[config.mk]
export PLATFORM = sky130hd
export DESIGN_NAME = dsrc_top
export DESIGN_NICKNAME = d
export VERILOG_FILES = /design/src/hdl/dsrc_pkg.sv /design/src/hdl/dsrc_top.sv /design/src/hdl/dsrc_sync.sv
export VERILOG_INCLUDE_DIRS = /design/src /design/src/hdl
export SDC_FILE = /design/constraint.sdc
export NUM_CORES = 1
export LEC_CHECK = 0
export ABC_AREA = 1
export BUFFER_PORTS_ARGS = -buffer_cell sky130_fd_sc_hd__buf_2
export CAP_MARGIN = 20
export CORE_MARGIN = 1
export CORE_UTILIZATION = 45
export DETAILED_ROUTE_END_ITERATION = 8
export PLACE_DENSITY = 0.83
export SETUP_SLACK_MARGIN = 0.02
export SYNTH_ARGS = -nofsm -noshare
export SYNTH_HDL_FRONTEND = slang
export SYNTH_SLANG_ARGS = --single-unit
[constraint.sdc]
create_clock -name clk_i -period 4.81 [get_ports clk_i]
set_clock_uncertainty 0.2 [all_clocks]
set_input_delay 0.481 -clock clk_i [delete_from_list [all_inputs] [get_ports clk_i]]
set_output_delay 0.481 -clock clk_i [all_outputs]
set_load 0.005 [all_outputs]
[src/hdl/dsrc_defines.svh]
`ifndef DSRC_DEFINES_SVH
`define DSRC_DEFINES_SVH

// ----------------------------------------------------------------
// Wishbone register map (byte addresses)
// ----------------------------------------------------------------
`define DSRC_OFS_STATE     8'h00
`define DSRC_OFS_STATUS    8'h04
`define DSRC_OFS_IRQ_CLR   8'h08
`define DSRC_OFS_IRQ_EN    8'h0C
`define DSRC_OFS_CTRL      8'h10
`define DSRC_OFS_REGWIN    8'h40

// ----------------------------------------------------------------
// Field positions
// ----------------------------------------------------------------
`define DSRC_BIT_STANDBY   0
`define DSRC_BIT_LOCKOUT   1
`define DSRC_BIT_OVERHEAT  2
`define DSRC_BIT_READY     3
`define DSRC_BIT_REJECT    4
`define DSRC_EV_W          5
`define DSRC_BIT_SOFT_POWER_SAVE_INPUT 0

// ----------------------------------------------------------------
// Reset values
// ----------------------------------------------------------------
`define DSRC_RST_STATUS    5'h00
`define DSRC_RST_IRQ_EN    5'h00
`define DSRC_RST_CTRL      1'h0
`define DSRC_RST_SREG      8'h00

// ----------------------------------------------------------------
// Internal register indices
// ----------------------------------------------------------------
`define DSRC_IDX_CH_RESET  4'h0
`define DSRC_IDX_CH_RUN    4'h1

// ----------------------------------------------------------------
// Timing
// ----------------------------------------------------------------
`define DSRC_CLK_PERIOD_NS 10
`define DSRC_WAKE_WAIT_NS  100
`define DSRC_WAKE_CYCLES   ((`DSRC_WAKE_WAIT_NS + `DSRC_CLK_PERIOD_NS - 1) / `DSRC_CLK_PERIOD_NS)

`endif

[src/hdl/dsrc_pkg.sv]
package dsrc_pkg;

   // Power state of the device
   typedef enum logic [1:0] {
      DSRC_ST_OFF  = 2'b00,
      DSRC_ST_WAKE = 2'b01,
      DSRC_ST_RUN  = 2'b10
   } dsrc_state_t;

endpackage

[src/hdl/dsrc_top.sv]
// Overview of operation
// - Power-save standby is entered while power_save_input is low and normal operation resumes while it is high.
// - While in standby every internal register is held at zero and all drivers are off.
// - Supply-low lockout clears the internal registers and turns all drivers off exactly like standby.
// - Overheat shutdown turns all drivers off but leaves the internal registers untouched.
// - A channel reset bit changes no register; the driver stays on and its output follows channel_enable_pin.
//
// Our own choices: the Wishbone slave port and the register offsets.
`timescale 1ns/1ps
`default_nettype none
`include "dsrc_defines.svh"

module dsrc_top #(
   parameter int NCH  = 8,
   parameter int NREG = 16,
   parameter int DW   = 8
) (
   input  wire logic                clk_i,
   input  wire logic                reset_i,
   // Pins
   input  wire logic                power_save_input_i,
   input  wire logic                supply_low_lockout_i,
   input  wire logic                overheat_shutdown_i,
   input  wire logic [NCH-1:0]      channel_enable_pin_i,
   // Decoded serial writes, same clock
   input  wire logic                ser_wr_i,
   input  wire logic [3:0]          ser_addr_i,
   input  wire logic [DW-1:0]       ser_data_i,
   output logic                     ser_ready_o,
   // Driver control
   output logic [NCH-1:0]           drv_on_o,
   output logic [NCH-1:0]           drv_out_en_o,
   output logic [NREG*DW-1:0]       sreg_o,
   // Wishbone slave
   input  wire logic                wb_cyc_i,
   input  wire logic                wb_stb_i,
   input  wire logic                wb_we_i,
   input  wire logic [7:0]          wb_adr_i,
   input  wire logic [3:0]          wb_sel_i,
   input  wire logic [31:0]         wb_dat_i,
   output logic [31:0]              wb_dat_o,
   output logic                     wb_ack_o,
   output logic                     irq_o
);

   // ----------------------------------------------------------------
   // Pin synchronisers
   // ----------------------------------------------------------------
   localparam int PW = NCH + 3;
   localparam logic [7:0] WAKE_LAST = 8'(`DSRC_WAKE_CYCLES - 1);

   logic [PW-1:0] pins_sync;
   logic          power_save_input_pin;
   logic          lockout;
   logic          overheat;
   logic [NCH-1:0] en_pin;

   dsrc_sync #(
      .W (PW)
   ) u_sync (
      .clk_i   (clk_i),
      .reset_i (reset_i),
      .async_i ({channel_enable_pin_i, overheat_shutdown_i, supply_low_lockout_i, power_save_input_i}),
      .sync_o  (pins_sync)
   );

   assign power_save_input_pin = pins_sync[0];
   assign lockout  = pins_sync[1];
   assign overheat = pins_sync[2];
   assign en_pin   = pins_sync[PW-1:3];

   // ----------------------------------------------------------------
   // Software registers
   // ----------------------------------------------------------------
   logic [`DSRC_EV_W-1:0] status;
   logic [`DSRC_EV_W-1:0] irq_en;
   logic                  soft_power_save_input;
   logic [`DSRC_EV_W-1:0] events;

   // ----------------------------------------------------------------
   // Power state
   // ----------------------------------------------------------------
   dsrc_pkg::dsrc_state_t state;
   dsrc_pkg::dsrc_state_t next_state;
   logic [7:0]            wake_cnt;
   logic                  in_standby;
   logic                  clear_regs;
   logic                  prev_standby;
   logic                  prev_lockout;
   logic                  prev_overheat;

   // Soft standby lets software park the drivers without touching the pin
   assign in_standby = ~power_save_input_pin | soft_power_save_input;
   assign clear_regs = in_standby | lockout;

   always_comb begin
      next_state = state;
      case (state)
         dsrc_pkg::DSRC_ST_OFF: begin
            if (!clear_regs) begin
               next_state = dsrc_pkg::DSRC_ST_WAKE;
            end
         end
         dsrc_pkg::DSRC_ST_WAKE: begin
            if (clear_regs) begin
               next_state = dsrc_pkg::DSRC_ST_OFF;
            end else if (wake_cnt == WAKE_LAST) begin
               next_state = dsrc_pkg::DSRC_ST_RUN;
            end
         end
         dsrc_pkg::DSRC_ST_RUN: begin
            if (clear_regs) begin
               next_state = dsrc_pkg::DSRC_ST_OFF;
            end
         end
         default: begin
            next_state = dsrc_pkg::DSRC_ST_OFF;
         end
      endcase
   end

   always_ff @(posedge clk_i) begin
      if (reset_i) begin
         state <= dsrc_pkg::DSRC_ST_OFF;
      end else begin
         state <= next_state;
      end
   end

   // Counts the settling time after leaving standby
   always_ff @(posedge clk_i) begin
      if (reset_i) begin
         wake_cnt <= 8'h00;
      end else if (state == dsrc_pkg::DSRC_ST_WAKE) begin
         wake_cnt <= wake_cnt + 8'h01;
      end else begin
         wake_cnt <= 8'h00;
      end
   end

   assign ser_ready_o = (state == dsrc_pkg::DSRC_ST_RUN);

   // ----------------------------------------------------------------
   // Internal register file
   // ----------------------------------------------------------------
   logic [DW-1:0] sreg [NREG];
   logic          ser_accept;
   logic          ser_reject;

   // Writes during wake-up are dropped too: the serial front end may not yet be stable
   assign ser_accept = ser_wr_i & ser_ready_o & ~clear_regs;
   assign ser_reject = ser_wr_i & ~ser_accept;

   always_ff @(posedge clk_i) begin
      if (reset_i) begin
         for (int i = 0; i < NREG; i++) begin
            sreg[i] <= `DSRC_RST_SREG;
         end
      end else if (clear_regs) begin
         for (int i = 0; i < NREG; i++) begin
            sreg[i] <= `DSRC_RST_SREG;
         end
      end else if (ser_accept && (32'(ser_addr_i) < NREG)) begin
         // Overheat does not block this path, contents survive it
         sreg[ser_addr_i] <= ser_data_i;
      end
   end

   always_comb begin
      for (int i = 0; i < NREG; i++) begin
         sreg_o[i*DW +: DW] = sreg[i];
      end
   end

   // ----------------------------------------------------------------
   // Driver control
   // ----------------------------------------------------------------
   logic [NCH-1:0] ch_reset;
   logic [NCH-1:0] ch_run;
   logic           drv_kill;

   assign ch_reset = NCH'(sreg[`DSRC_IDX_CH_RESET]);
   assign ch_run   = NCH'(sreg[`DSRC_IDX_CH_RUN]);
   assign drv_kill = clear_regs | overheat;

   always_ff @(posedge clk_i) begin
      if (reset_i) begin
         drv_on_o     <= '0;
         drv_out_en_o <= '0;
      end else if (drv_kill) begin
         drv_on_o     <= '0;
         drv_out_en_o <= '0;
      end else begin
         // A channel in reset keeps its driver on, output follows its pin
         drv_on_o     <= ch_reset | ch_run;
         drv_out_en_o <= (ch_reset & en_pin) | (~ch_reset & ch_run);
      end
   end

   // ----------------------------------------------------------------
   // Events and interrupt
   // ----------------------------------------------------------------
   always_ff @(posedge clk_i) begin
      if (reset_i) begin
         prev_standby  <= 1'b1;
         prev_lockout  <= 1'b0;
         prev_overheat <= 1'b0;
      end else begin
         prev_standby  <= in_standby;
         prev_lockout  <= lockout;
         prev_overheat <= overheat;
      end
   end

   always_comb begin
      events = '0;
      events[`DSRC_BIT_STANDBY]  = in_standby & ~prev_standby;
      events[`DSRC_BIT_LOCKOUT]  = lockout & ~prev_lockout;
      events[`DSRC_BIT_OVERHEAT] = overheat & ~prev_overheat;
      events[`DSRC_BIT_READY]    = (state == dsrc_pkg::DSRC_ST_WAKE) && (next_state == dsrc_pkg::DSRC_ST_RUN);
      events[`DSRC_BIT_REJECT]   = ser_reject;
   end

   // ----------------------------------------------------------------
   // Wishbone slave
   // ----------------------------------------------------------------
   logic                  wb_req;
   logic                  wb_wr;
   logic [`DSRC_EV_W-1:0] clr_mask;
   logic [31:0]           next_rdata;
   logic [7:0]            win_ofs;

   assign wb_req   = wb_cyc_i & wb_stb_i & ~wb_ack_o;
   assign wb_wr    = wb_req & wb_we_i & wb_sel_i[0];
   assign clr_mask = (wb_wr && wb_adr_i == `DSRC_OFS_IRQ_CLR) ? wb_dat_i[`DSRC_EV_W-1:0] : '0;
   assign win_ofs  = wb_adr_i - `DSRC_OFS_REGWIN;

   // New events win over a clear in the same cycle
   always_ff @(posedge clk_i) begin
      if (reset_i) begin
         status <= `DSRC_RST_STATUS;
      end else begin
         status <= (status & ~clr_mask) | events;
      end
   end

   always_ff @(posedge clk_i) begin
      if (reset_i) begin
         irq_en    <= `DSRC_RST_IRQ_EN;
         soft_power_save_input <= `DSRC_RST_CTRL;
      end else if (wb_wr) begin
         if (wb_adr_i == `DSRC_OFS_IRQ_EN) begin
            irq_en <= wb_dat_i[`DSRC_EV_W-1:0];
         end
         if (wb_adr_i == `DSRC_OFS_CTRL) begin
            soft_power_save_input <= wb_dat_i[`DSRC_BIT_SOFT_POWER_SAVE_INPUT];
         end
      end
   end

   always_comb begin
      next_rdata = 32'h00000000;
      case (wb_adr_i)
         `DSRC_OFS_STATE: begin
            next_rdata[`DSRC_BIT_STANDBY]  = in_standby;
            next_rdata[`DSRC_BIT_LOCKOUT]  = lockout;
            next_rdata[`DSRC_BIT_OVERHEAT] = overheat;
            next_rdata[`DSRC_BIT_READY]    = ser_ready_o;
         end
         `DSRC_OFS_STATUS: begin
            next_rdata[`DSRC_EV_W-1:0] = status;
         end
         `DSRC_OFS_IRQ_EN: begin
            next_rdata[`DSRC_EV_W-1:0] = irq_en;
         end
         `DSRC_OFS_CTRL: begin
            next_rdata[`DSRC_BIT_SOFT_POWER_SAVE_INPUT] = soft_power_save_input;
         end
         default: begin
            if (wb_adr_i >= `DSRC_OFS_REGWIN && win_ofs[1:0] == 2'b00 && 32'(win_ofs[7:2]) < NREG) begin
               next_rdata[DW-1:0] = sreg[win_ofs[5:2]];
            end
         end
      endcase
   end

   // One wait state; unmapped addresses answer with zero
   always_ff @(posedge clk_i) begin
      if (reset_i) begin
         wb_ack_o <= 1'b0;
         wb_dat_o <= 32'h00000000;
      end else begin
         wb_ack_o <= wb_req;
         if (wb_req && !wb_we_i) begin
            wb_dat_o <= next_rdata;
         end
      end
   end

   always_ff @(posedge clk_i) begin
      if (reset_i) begin
         irq_o <= 1'b0;
      end else begin
         irq_o <= |(status & irq_en);
      end
   end

endmodule // dsrc_top

`default_nettype wire

[src/hdl/dsrc_sync.sv]
`timescale 1ns/1ps
`default_nettype none

module dsrc_sync #(
   parameter int W = 1
) (
   input  wire logic         clk_i,
   input  wire logic         reset_i,
   input  wire logic [W-1:0] async_i,
   output logic      [W-1:0] sync_o
);

   logic [W-1:0] stage1;

   // Stage one is read only by stage two
   always_ff @(posedge clk_i) begin
      if (reset_i) begin
         stage1 <= '0;
         sync_o <= '0;
      end else begin
         stage1 <= async_i;
         sync_o <= stage1;
      end
   end

endmodule // dsrc_sync

`default_nettype wire

=== Word-level counts from Yosys, hierarchy flattened ===
Memories as Yosys holds them, arrays and structs flattened.
Index checks and enable logic that the tools add are counted.

* Add/subtract/negate cells: 2
* $lt $le $gt $ge: 2
* Equal/unequal tests: 8
* Muxes and demuxes: 39
* Bitwise gates (word level): 46
* Reductions and logical operators: 17

{| class="wikitable"
|+ Operator list
! operator !! number
|-
| $mux W8 || 18
|-
| $eq A8 B4 Y1 const B || 3
|-
| $or A1 B1 Y1 || 19
|-
| $and A8 B8 Y8 || 2
|-
| $or A8 B8 Y8 || 2
|-
| $pmux W3 S4 || 1
|-
| $and A1 B1 Y1 || 10
|-
| $and A5 B5 Y5 || 2
|-
| $mux W1 || 10
|-
| $add A8 B1 Y8 const B || 1
|-
| $eq A8 B3 Y1 const B || 1
|-
| $eq A8 B5 Y1 const B || 1
|-
| $ge A8 B7 Y1 const B || 1
|-
| $logic_not A8 Y1 || 1
|-
| $mux W2 || 4
|-
| $not A1 Y1 || 8
|-
| $not A8 Y8 || 1
|-
| $reduce_or A8 Y1 || 1
|-
| $sub A8 B7 Y8 const B || 1
|-
| $lt A6 B5 Y1 const B || 1
|-
| $pmux W2 S3 || 1
|-
| $reduce_or A2 Y1 || 3
|-
| $logic_and A1 B1 Y1 || 5
|-
| $mux W5 || 1
|-
| 13 further kinds || 16
|}

* Bits in registers: 72
* Bits in writable memories: 128
* Output and inout port bits: 179
* Word-level logic and storage cells: 130
* Memories: 1

{| class="wikitable"
|+ Memory list
! name !! words !! width !! read ports !! clocked after memory_dff !! wr ports !! line !! text
|-
| sreg || 16 || 8 || 17 || 0 || 16 || dsrc_top.sv:146 || <nowiki>logic [DW-1:0] sreg [NREG];</nowiki>
|}

=== Depth between registers and ports, before layout ===
* Depth in word-level cells: 11
* Mapped depth: 12
* Gate-level depth less buffers: 11

=== Modules after synthesis ===
From an unflattened synthesis, not the netlist that was laid out.

* Cell total of the unflattened synthesis: 1029
* Area total of the unflattened synthesis: 8928.6 µm²

{| class="wikitable"
|+ By module, submodules not included
! module !! instances !! cells an instance !! area an instance (µm²) !! seq. area each (µm²)
|-
| dsrc_top || 1 || 961 || 8300.5 || 4844.6
|-
| dsrc_sync || 1 || 68 || 628.1 || 440.4
|}

=== Worst setup path after synthesis ===
No wires, ideal clock.

* Kind: input port to flip-flop
* Start point: input reset_i
* End point: memory sreg[5][0], enable pin
* Arrival: 1.663 ns
* Slack: 2.618 ns
* Stages on the path: 8
* Path buffers: 1
* Cells stage by stage: buf_6 > inv_2 > nand3_2 > inv_2 > nand3_4 > nor3_4 > nand2_2 > nand2_1

{| class="wikitable"
|+ RTL lines
! element !! line !! text
|-
| from (decl) || dsrc_top.sv:19 || <nowiki>input wire logic reset_i,</nowiki>
|-
| to (decl) || dsrc_top.sv:146 ||
|}

==> flow_summary.ini <==
[status]
outcome = complete, no violations

[cts]
numCtsBuffers = 17
clock_sinks = 200
cts_tree = built
h-tree-depth = 4
cts.hold.buffers_added = 0
cts-resized-gates = 0
cts_root_buffer = clkbuf_16
post_cts_buffers = 0
clock_path_buffers = 2
clk_pin_slew_ps = 80
insertion_delay_ps = 440

[grt]
overflow = 0
grt_pass1_wl_um = 37800
antenna_found_initial = 0
grt_max_degree = 66
grt_usage_pct = 25.2
first_global_vias = 7087

[die]
die_y_um = 142
core-area_um2 = 19000
die_area_um2 = 20300
die_x_um = 142
initial_core_util_pct = 46.7
rows = 50
io_pins = 252

[timing]
fmax_mhz = 338
setup_violations = 0
tns_ps = 0
period_share_pct = 61.4
tightest_slew_ps = 921
slew_headroom_pct = 38.5
finalWorstSetupSlack_ps = 1850
slew_violations = 0
layout_min_cycle_time_ps = 2960
finalHoldViolations = 0
rsz0062_at_grt = no
hold_ws_ps = 42.7

[synthesis]
syn-instance-count = 1041
ys.flop_type = edfxtp_1
synth_most_common_cell = nand2_1
synth_top_area_share_pct = 43.3
ys_async_sr_fraction_pct = 0
ys_seq_elements = 200
synth_cell_types = 34
synth_edf_count = 128
synth.area.top_cells = edfxtp_1 (43%), dfxtp_1 (16%), nand2_1 (15%), nor2_1 (8.3%), inv_1 (3.6%)
seq_area_frac_synth_pct = 59.6
syn_area_um2 = 8870
yosys_warnings = 0
syn_area_per_cell_um2 = 8.52
yosysTopAreaCell = edfxtp_1
yosys-top-cells-count = nand2_1 (364), nor2_1 (197), edfxtp_1 (128)

[final_layout]
diodes = 0
area_growth_pct = 19.5
utilization_pct = 55.7
drive_above_1_share_pct = 21.2
fin_area_um2 = 10600
multi_input_comb_area_um2 = 3000
n_fill_cell = 1755
finalNetCount = 1299
regArea_um2 = 5290

[detailed_routing]
vias_per_cell = 5.04
drc_errors = 0
ant_nets = 0
routed-via-count = 7546
drt_first_pass_iters = 5
post_drt_wl_per_cell_um = 17.0
drt_first_iter_violations = 599
routed_wl_um = 25400

[placed_design]
placed_area_um2 = 9950
gp_congestion = 0.914
io_buffers = 197
hpwl_um = 17900
post-place-ws_ps = 1420

[power]
ir_drop_uv = 237
p_leak_nw = 5.38
cellPowerDensity_nw_per_um2 = 333

[setup_path]
crit_path_max_fanout = 34
critPathRequiredTime_ps = 4710
worstSetupEndpointType = flip-flop
reg2reg_depth = 8
cp-start-kind = input pin
path_class = in2reg
worstPathArrival_ps = 2850

[min_path]
hold_path.class = in2reg
whs_path_depth = 3

[job]
drv_cap = 0
==> critical path: stages <==
cell	delay, ps
buf_2	310
inv_2	310
nand3_2	140
inv_2	370
nand3_4	250
nor3_4	370
nand2_2	220
nand2_1	360
==> routing by layer <==
metal	vias up	part of all wire (%)	GRT usage (%)
met3	42	9.4	5.79
met2	388	49	41.7
met4	0	2.2	9.05
li1	3595	-	-
met5	-	0	0
met1	3521	40	32.2
==> layout by cell type, fill, tap and decap left out, types with 2 or more instances in the layout <==
cell	instances
edfxtp_1	128
nor3_4	4
buf_2	197
ha_1	2
inv_8	3
nand4_1	2
o22ai_1	2
dfxtp_1	72
inv_4	2
nand2_1	364
conb_1	24
buf_4	2
a21oi_1	22
clkinv_8	5
clkbuf_16	17
inv_6	4
nor4_1	2
o21a_1	7
inv_2	3
o21ai_0	19
nand2_2	15
nand3_1	36
inv_1	86
nor3_1	7
nor2_2	2
nor2_1	197
==> per-stage QoR <==
step                      cells  power, mW
after floorplan            1064       2.03
after CTS                  1495       3.53
final                      1497       3.53
after global placement     1463       2.11
after global routing       1497       3.63
after detailed placement   1463       2.12
==> kinds of logic (layout without fill, tap and decap cells) <==
group                    Yosys count  count (layout)  synth area share (%)
buffers and inverters            150             323                  7.61
AND/OR/NAND/NOR                  635             635                  29.2
flip-flops                       200             200                  59.6
other                              1              24                0.0423
AO/OA/AOI/OAI                     53              53                  3.30
adder cells (fa/ha/maj)            2               2                 0.282
==> sequential cells by signal (all words and copies together) (netlist names) <==
name,cells
wb_dat_o,8
prev_standby,1
irq_en,5
drv_out_en_o,8
wake_cnt,8
sreg,128
irq_o,1
soft_power_save_input,1
u_sync.sync_o,11
prev_lockout,1
prev_overheat,1
drv_on_o,8
wb_ack_o,1
u_sync.stage1,11
state,2
status,5
==> path summary, 6_finish.rpt <==
| check | slack, ps | to | from |
|---|---|---|---|
| setup / recovery | 1850 | sreg[8][5] | reset_i |
| hold reg to reg | 210 | u_sync.sync_o[9] | u_sync.stage1[9] |
| setup reg to reg | 2030 | sreg[8][5] | u_sync.sync_o[0] |
| hold / removal | 40 | u_sync.stage1[2] | overheat_shutdown_i |
==> power breakdown <==
part | switching, mW | internal [mW] | leakage [nW]
Combinational | 0.154 | 0.0613 | 2.95
Clock | 0.735 | 0.709 | 0.296
Sequential | 0.0235 | 1.85 | 2.13
==> final cells by class <==
type | count | area share, %
Sequential cell | 200 | 49.9
Multi-Input combinational cell | 714 | 28.3
Timing Repair Buffer | 201 | 9.89
Clock buffer | 17 | 4.01
Inverter | 90 | 3.19
Tap cell | 260 | 3.07
Clock inverter | 15 | 1.69
(Power assumes the default switching activity.)
